File: config.mk
export PLATFORM = sky130hd
export DESIGN_NAME = adcc_top
export DESIGN_NICKNAME = d
export VERILOG_FILES = /design/src/adcc_pkg.sv /design/src/adcc_divider.sv /design/src/adcc_top.sv
export VERILOG_INCLUDE_DIRS = /design/src
export SDC_FILE = /design/constraint.sdc
export NUM_CORES = 1
export LEC_CHECK = 0
export BUFFER_PORTS_ARGS = -buffer_cell sky130_fd_sc_hd__buf_4
export CORE_UTILIZATION = 53
export DETAILED_ROUTE_END_ITERATION = 8
export GPL_TIMING_DRIVEN = 0
export PLACE_DENSITY = 0.91
export SETUP_SLACK_MARGIN = 0.05
export SYNTH_ARGS = -nofsm -noshare
export SYNTH_HDL_FRONTEND = slang
export SYNTH_SLANG_ARGS = --single-unit
File: constraint.sdc
create_clock -name CLK_I -period 2.03 [get_ports CLK_I]
set_input_delay 0.406 -clock CLK_I [delete_from_list [all_inputs] [get_ports CLK_I]]
set_output_delay 0.406 -clock CLK_I [all_outputs]
set_load 0.01 [all_outputs]
File: src/adcc_defines.svh
`ifndef ADCC_DEFINES_SVH
`define ADCC_DEFINES_SVH

// Field reset values
`define ADCC_CLKSEL_RESET 2'h3
`define ADCC_PINSEL_RESET 2'h3
`define ADCC_CHSEL_RESET 2'h0

// Clock select codes
`define ADCC_CLKSEL_DIV16 2'h0
`define ADCC_CLKSEL_DIV8 2'h1
`define ADCC_CLKSEL_DIV4 2'h2
`define ADCC_CLKSEL_OSC4 2'h3

// Divisors, as terminal counts of a 4-bit prescaler
`define ADCC_DIV16_LAST 4'hF
`define ADCC_DIV8_LAST 4'h7
`define ADCC_DIV4_LAST 4'h3

// Conversion length in conversion clock periods
`define ADCC_CONV_PERIODS 4'hD

`endif

File: src/adcc_pkg.sv
package adcc_pkg;
  typedef enum logic [0:0] {
    ADCC_IDLE = 1'b0,
    ADCC_CONV = 1'b1
  } adcc_state_type;
endpackage

File: src/adcc_divider.sv
`timescale 1ns/1ps
`include "adcc_defines.svh"
module adcc_divider
  import adcc_pkg::*;
(
  // Clock and hold
  input wire logic clk_i,
  input wire logic rst_i,
  input wire logic hold_i,
  // Selected divisor terminal count
  input wire logic [3:0] last_i,
  // One-cycle conversion clock tick
  output logic tick_o
);
  logic [3:0] cnt_q;

  // Held in reset outside a conversion
  always_ff @(posedge clk_i) begin
    if (rst_i || hold_i) begin
      cnt_q <= 4'h0;
    end else if (cnt_q == last_i) begin
      cnt_q <= 4'h0;
    end else begin
      cnt_q <= cnt_q + 4'h1;
    end
  end

  assign tick_o = !hold_i && (cnt_q == last_i);
endmodule

File: src/adcc_top.sv
// Notes on behaviour
// - Four clock settings: /16, /8, /4, osc/4
// - Conversion lasts exactly 13 clock periods at /16, /8, /4; at osc/4 the first period can be short
// - Conversion clock divided from instruction clock, except osc/4, which uses the oscillator tick
// - Clock select change waits next conversion
// - Clock select resets and wakes to 11
// - Pin select resets to 11, all analog
// - Analog pins lose digital output drive
// - Comparator one output overrides pin two
// - Pin configuration ignores converter-on bit
// - Channel change waits for conversion end
// - Sleep entry discards channel selection
// - Go starts; hardware clears it when done
// - Clearing go aborts, partial result kept
// - Sleep clears go and halts conversion
// - Go ignored while converter is off
// - Each conversion yields an 8-bit result
`timescale 1ns/1ps
`include "adcc_defines.svh"
module adcc_top
  import adcc_pkg::*;
(
  // Clock and reset
  input wire logic CLK_I,
  input wire logic RST_I,
  // Power state
  input wire logic SLEEP_ENTER_I,
  input wire logic WAKE_I,
  // Control writes
  input wire logic CONV_CLOCK_SELECT_WE_I,
  input wire logic [1:0] CONV_CLOCK_SELECT_I,
  input wire logic ANALOG_PIN_SELECT_WE_I,
  input wire logic [1:0] ANALOG_PIN_SELECT_I,
  input wire logic CHANNEL_SELECT_WE_I,
  input wire logic [1:0] CHANNEL_SELECT_I,
  input wire logic CONVERTER_ON_I,
  input wire logic GO_WE_I,
  input wire logic GO_I,
  // Internal oscillator divided by four, as a one-cycle enable
  input wire logic OSC_DIV4_TICK_I,
  // Comparator one
  input wire logic COMPARATOR_ONE_OUTPUT_I,
  input wire logic COMPARATOR_ONE_OUTEN_I,
  // Converter core: one result bit per step, MSB first
  input wire logic CORE_BIT_I,
  // Port digital output enables requested by software
  input wire logic [2:0] PORT_OUT_EN_I,
  input wire logic [2:0] PORT_OUT_I,
  // Status and settings
  output logic GO_DONE_O,
  output logic [1:0] CONV_CLOCK_SELECT_O,
  output logic [1:0] ANALOG_PIN_SELECT_O,
  output logic [1:0] CHANNEL_SELECT_O,
  output logic [1:0] ACTIVE_CHANNEL_O,
  output logic [7:0] CONVERSION_RESULT_O,
  output logic [3:0] CONV_STEP_O,
  // Pin drive
  output logic [2:0] PIN_OUT_O,
  output logic [2:0] PIN_OE_O,
  output logic [2:0] PIN_ANALOG_O
);
  adcc_state_type state_q;
  logic [1:0] clksel_q;
  logic [1:0] run_clksel_q;
  logic [1:0] pinsel_q;
  logic [1:0] chsel_q;
  logic [1:0] run_ch_q;
  logic [3:0] step_q;
  logic [7:0] result_q;
  logic [3:0] div_last;
  logic div_tick;
  logic conv_tick;
  logic hold;
  logic start;
  logic abort;
  logic finish;
  logic div_clear;
  logic [2:0] analog_mask;

  assign start = (state_q == ADCC_IDLE) && GO_WE_I && GO_I && CONVERTER_ON_I
                 && !SLEEP_ENTER_I;
  assign abort = (state_q == ADCC_CONV) && (SLEEP_ENTER_I || (GO_WE_I && !GO_I));
  assign hold = (state_q != ADCC_CONV);

  always_comb begin
    case (run_clksel_q)
      `ADCC_CLKSEL_DIV16: div_last = `ADCC_DIV16_LAST;
      `ADCC_CLKSEL_DIV8: div_last = `ADCC_DIV8_LAST;
      `ADCC_CLKSEL_DIV4: div_last = `ADCC_DIV4_LAST;
      default: div_last = `ADCC_DIV4_LAST;
    endcase
  end

  adcc_divider u_div (
    .clk_i(CLK_I),
    .rst_i(div_clear),
    .hold_i(hold),
    .last_i(div_last),
    .tick_o(div_tick)
  );

  assign conv_tick = (run_clksel_q == `ADCC_CLKSEL_OSC4) ? (OSC_DIV4_TICK_I && !hold)
                                                         : div_tick;
  assign finish = (state_q == ADCC_CONV) && conv_tick && !abort
                  && (step_q == `ADCC_CONV_PERIODS - 4'h1);
  // Clear on the ending edge so no count survives into idle
  assign div_clear = RST_I || abort || finish;

  always_ff @(posedge CLK_I) begin
    if (RST_I || WAKE_I) begin
      clksel_q <= `ADCC_CLKSEL_RESET;
    end else if (CONV_CLOCK_SELECT_WE_I) begin
      clksel_q <= CONV_CLOCK_SELECT_I;
    end
  end

  always_ff @(posedge CLK_I) begin
    if (RST_I) begin
      pinsel_q <= `ADCC_PINSEL_RESET;
    end else if (ANALOG_PIN_SELECT_WE_I) begin
      pinsel_q <= ANALOG_PIN_SELECT_I;
    end
  end

  always_ff @(posedge CLK_I) begin
    if (RST_I || SLEEP_ENTER_I) begin
      chsel_q <= `ADCC_CHSEL_RESET;
    end else if (CHANNEL_SELECT_WE_I) begin
      chsel_q <= CHANNEL_SELECT_I;
    end
  end

  // Settings latched at start so mid-conversion writes wait
  always_ff @(posedge CLK_I) begin
    if (RST_I) begin
      run_clksel_q <= `ADCC_CLKSEL_RESET;
      run_ch_q <= `ADCC_CHSEL_RESET;
    end else if (start) begin
      run_clksel_q <= clksel_q;
      run_ch_q <= chsel_q;
    end
  end

  always_ff @(posedge CLK_I) begin
    if (RST_I) begin
      state_q <= ADCC_IDLE;
    end else begin
      case (state_q)
        ADCC_IDLE: if (start) state_q <= ADCC_CONV;
        ADCC_CONV: if (abort || finish) state_q <= ADCC_IDLE;
        default: state_q <= ADCC_IDLE;
      endcase
    end
  end

  always_ff @(posedge CLK_I) begin
    if (RST_I || hold || abort || finish) begin
      step_q <= 4'h0;
    end else if (conv_tick) begin
      step_q <= step_q + 4'h1;
    end
  end

  // Steps 1..8 shift in result bits; partial value stays on abort
  always_ff @(posedge CLK_I) begin
    if (RST_I) begin
      result_q <= 8'h00;
    end else if (start) begin
      result_q <= 8'h00;
    end else if (conv_tick && !abort && step_q >= 4'h1 && step_q <= 4'h8) begin
      result_q <= {result_q[6:0], CORE_BIT_I};
    end
  end

  always_ff @(posedge CLK_I) begin
    if (RST_I) begin
      CONVERSION_RESULT_O <= 8'h00;
    end else if (finish || abort) begin
      CONVERSION_RESULT_O <= result_q;
    end
  end

  always_comb begin
    case (pinsel_q)
      2'h0: analog_mask = 3'h0;
      2'h1: analog_mask = 3'h1;
      2'h2: analog_mask = 3'h3;
      default: analog_mask = 3'h7;
    endcase
  end

  genvar g;
  generate
    for (g = 0; g < 3; g++) begin : g_pin
      if (g == 2) begin : g_cmp
        assign PIN_OE_O[g] = COMPARATOR_ONE_OUTEN_I ||
                             (PORT_OUT_EN_I[g] && !analog_mask[g]);
        assign PIN_OUT_O[g] = COMPARATOR_ONE_OUTEN_I ? COMPARATOR_ONE_OUTPUT_I
                                                     : PORT_OUT_I[g];
        assign PIN_ANALOG_O[g] = analog_mask[g] && !COMPARATOR_ONE_OUTEN_I;
      end else begin : g_plain
        assign PIN_OE_O[g] = PORT_OUT_EN_I[g] && !analog_mask[g];
        assign PIN_OUT_O[g] = PORT_OUT_I[g];
        assign PIN_ANALOG_O[g] = analog_mask[g];
      end
    end
  endgenerate

  assign GO_DONE_O = (state_q == ADCC_CONV);
  assign CONV_CLOCK_SELECT_O = clksel_q;
  assign ANALOG_PIN_SELECT_O = pinsel_q;
  assign CHANNEL_SELECT_O = chsel_q;
  assign ACTIVE_CHANNEL_O = (state_q == ADCC_CONV) ? run_ch_q : chsel_q;
  assign CONV_STEP_O = step_q;
endmodule

==> impl_results.md <==
- Setup crit start kind: flop
- Most common cell after layout, fill and taps aside: buf_4
- Design Power: 1.51 mW
- Dpl ws: 0.0752 ns
- Net Count, Synth: 259
- Max incr delay on CP: 0.44 ns
- # clock sinks: 35
- Top_reg_cell synth: dfxtp_1
- Worst slew margin: 51.6%
- Netlist cell types: between 50 and 60
- FFs w/ async S/R, synth: 0%
- Number of remaining DRC errors: 0
- Nets: 318
- Hold/Removal Path Class: input pin to flop
- Die width: 65.4 µm
- Unrepaired setup endpoints after global routing: false
- Row count: 22
- HPWL after detailed placement: 3610 µm
- Leak: 1.02 nW
- Syn avg cell area: 9.29 µm²
- GRT Resource Usage Total: 23.9%
- Non-filler cells, final: approximately 340
- Detailed Route WL: 4810 µm
- Largest net degree at the start of global routing: 20
- Ports: 56
- FF-to-FF setup slack: 0.22 ns
- Initial antenna violation count: 0
- Final Slew Violations: 0
- Die footprint: 4270 µm²
- Crit path max fanout: 8
- Clock Path Buffers: 2
- Final setup violation count: 0
- Worst ir drop on vdd: 0.440 mV
- Clock-pin slew on the worst setup and hold paths: approximately 0.07 ns
- Vias per cell: 5.81
- Slowest cell on crit path: a2111o_1
- Antenna viol nets, final: 0
- Root buffer cell: clkbuf_8
- TritonCTS clock tree: done
- Vias in the first global route: 1808
- Maximum clock frequency: 552 MHz
- GR Overflow Total: 0
- Worst-margin pin slew: 0.716 ns
- R2R Path End: result_q[0]
- Fraction of layout cells with a size suffix above 1: 33.2%
- Reg2reg start: CONV_STEP_O[0]
- Data arrival, critical path: 2.03 ns
- Hold buffers post-CTS: 0
- Total number of yosys warnings: 0
- First-pass GRT wire length: 7870 µm
- Max_cap viols: 0
- Cells after synthesis: 229
- Setup crit end: result_q[0]
- Routed vias: 1959
- Crit path capture type: flop
- P&R area growth vs syn: 26.5%
- Synth area leader: dfxtp_1
- Synthesized area: 2130 µm²
- Post-synth top area share: 32.9%
- Placer Congestion: 0.840
- Die Ht: 65.4 µm
- CP Launch Point: CONV_STEP_O[0]
- Reg2reg path depth: 7
- DRT iter0 DRCs: approximately 120
- Most frequent cells in the layout: buf_4 (54), dfxtp_1 (33), nor2_1 (15)
- Post-route clock period utilization: 89.3%
- Htree depth: 2
- Clk_skew: about 0.009 ns
- Status: completed
- Setup TNS: 0 ns
- Req. time, crit path: 2.25 ns
- Antenna Cells: 0
- Drt wl/cell: 14.3 µm
- Crit path kind: flop to flop
- Register area share after synthesis: about a third
- WP buf/inv: 2
- Min Tclk post-route: 1.81 ns
- Synth top area cells: dfxtp_1 (33%), mux2i_1 (6.6%), o41a_1 (4.2%)
- # port buffers: 52
- Cell Pwr Density: 561 nW/µm²
- #FFs+latches synth: 35
- Slack of the critical path: approximately 0.22 ns
- Core area: 3740 µm²
- Final hold vios: 0
- Starting Density: 56.8%
- Critical path depth: 7
- Clock latency on the worst-skew pair: roughly 0.29 ns
- CP Cell Sequence: inv_1 -> ha_1 -> nor4b_1 -> a2111o_1 -> a21oi_4 -> buf_12 -> mux2i_1
- CP top delay family: compound AO/OA/AOI/OAI gates
- Number of synthesized flops with an enable pin: 0
- Placed instance count: 329
- Drt first pass iters: 4
- CTS Buf Count: 5
==> metal layers <==
metal / track usage, % / vias up / wire, µm
met2: 39.0 / 83 / 2250
met5: 0 / - / 0
met3: 6.94 / 5 / 389
met1: 29.2 / 892 / 2110
li1: - / 979 / -
met4: 10.1 / 0 / 58
==> cell usage after synthesis (4+ instances only) <==
master / n
o211ai_1: 11
inv_1: 14
clkbuf_1: 9
o41a_1: 8
mux2i_1: 14
nand4_1: 8
o2111ai_1: 10
ha_1: 4
nand3_1: 12
nand2_1: 12
buf_2: 6
a211o_1: 4
dfxtp_1: 35
nor2b_1: 14
nor2_1: 15
==> power breakdown <==
group	internal (mW)	switching [mW]	total (mW)
Combinational	0.143	0.131	0.274
Sequential	0.722	0.0214	0.743
Clock	0.240	0.254	0.493
==> cell type report <==
type                       count  area, µm²
buffer                        18       98.8
clock inverter                 2       12.5
sequential                    35        703
multi-input combinational    161       1280
timing repair buffer          53        410
fill                         298       1050
inverter                      14       52.6
clock buffer                   6       72.6
tap                           48       60.1
==> per-stage QoR <==
| stage | hold slack [ns] | cell area, µm² | util (%) |
|---|---|---|---|
| floorplan | 0.430 | 2130 | - |
| global placement | 0.438 | 2580 | 68.9 |
| finish | 0.308 | 2690 | 71.9 |
| global route | 0.312 | 2690 | 71.9 |
| detailed placement | 0.453 | 2580 | 68.9 |
| CTS | 0.301 | 2660 | 71.0 |
==> kinds of logic (layout without fill, tap and decap cells) <==
group / count (synthesis) / after routing / synth area share [%]
XOR/XNOR: 3 / 3 / 1.24
buffers and inverters: 33 / 93 / 7.23
multiplexers: 17 / 17 / 8.18
adder cells (fa/ha/maj): 4 / 4 / 2.35
flip-flops: 35 / 35 / 32.9
AO/OA/AOI/OAI: 53 / 53 / 23.6
AND/OR/NAND/NOR: 84 / 84 / 24.4
==> worst min path at each step <==
stage | slack, ns | to | cells after the start | start
floorplan | 0.43 | result_q[7] | 2 | result_q[7]
global placement | 0.44 | result_q[7] | 2 | result_q[7]
detailed placement | 0.45 | result_q[7] | 2 | result_q[7]
CTS | 0.30 | CONV_CLOCK_SELECT_O[1] | 3 | WAKE_I
global route | 0.31 | ANALOG_PIN_SELECT_O[1] | 2 | ANALOG_PIN_SELECT_I[1]
finish | 0.31 | CONV_CLOCK_SELECT_O[1] | 3 | WAKE_I
==> worst min-delay path, stage by stage <==
cell	delay (ns)
buf_4	0.08
nor2_1	0.04
nand2_1	0.05
==> flip-flops by register name, summed over array words and instances, names as in the netlist, 4 cells and up <==
register	count
CONVERSION_RESULT_O	8
result_q	8
CONV_STEP_O	4
u_div.cnt_q	4
==> timing repair <==
action	CTS	global route
setup buffers	0	1
gates cloned	0	0
gates resized for setup	0	6
endpoints found under the setup margin	2	25
(Power assumes the default switching activity.)
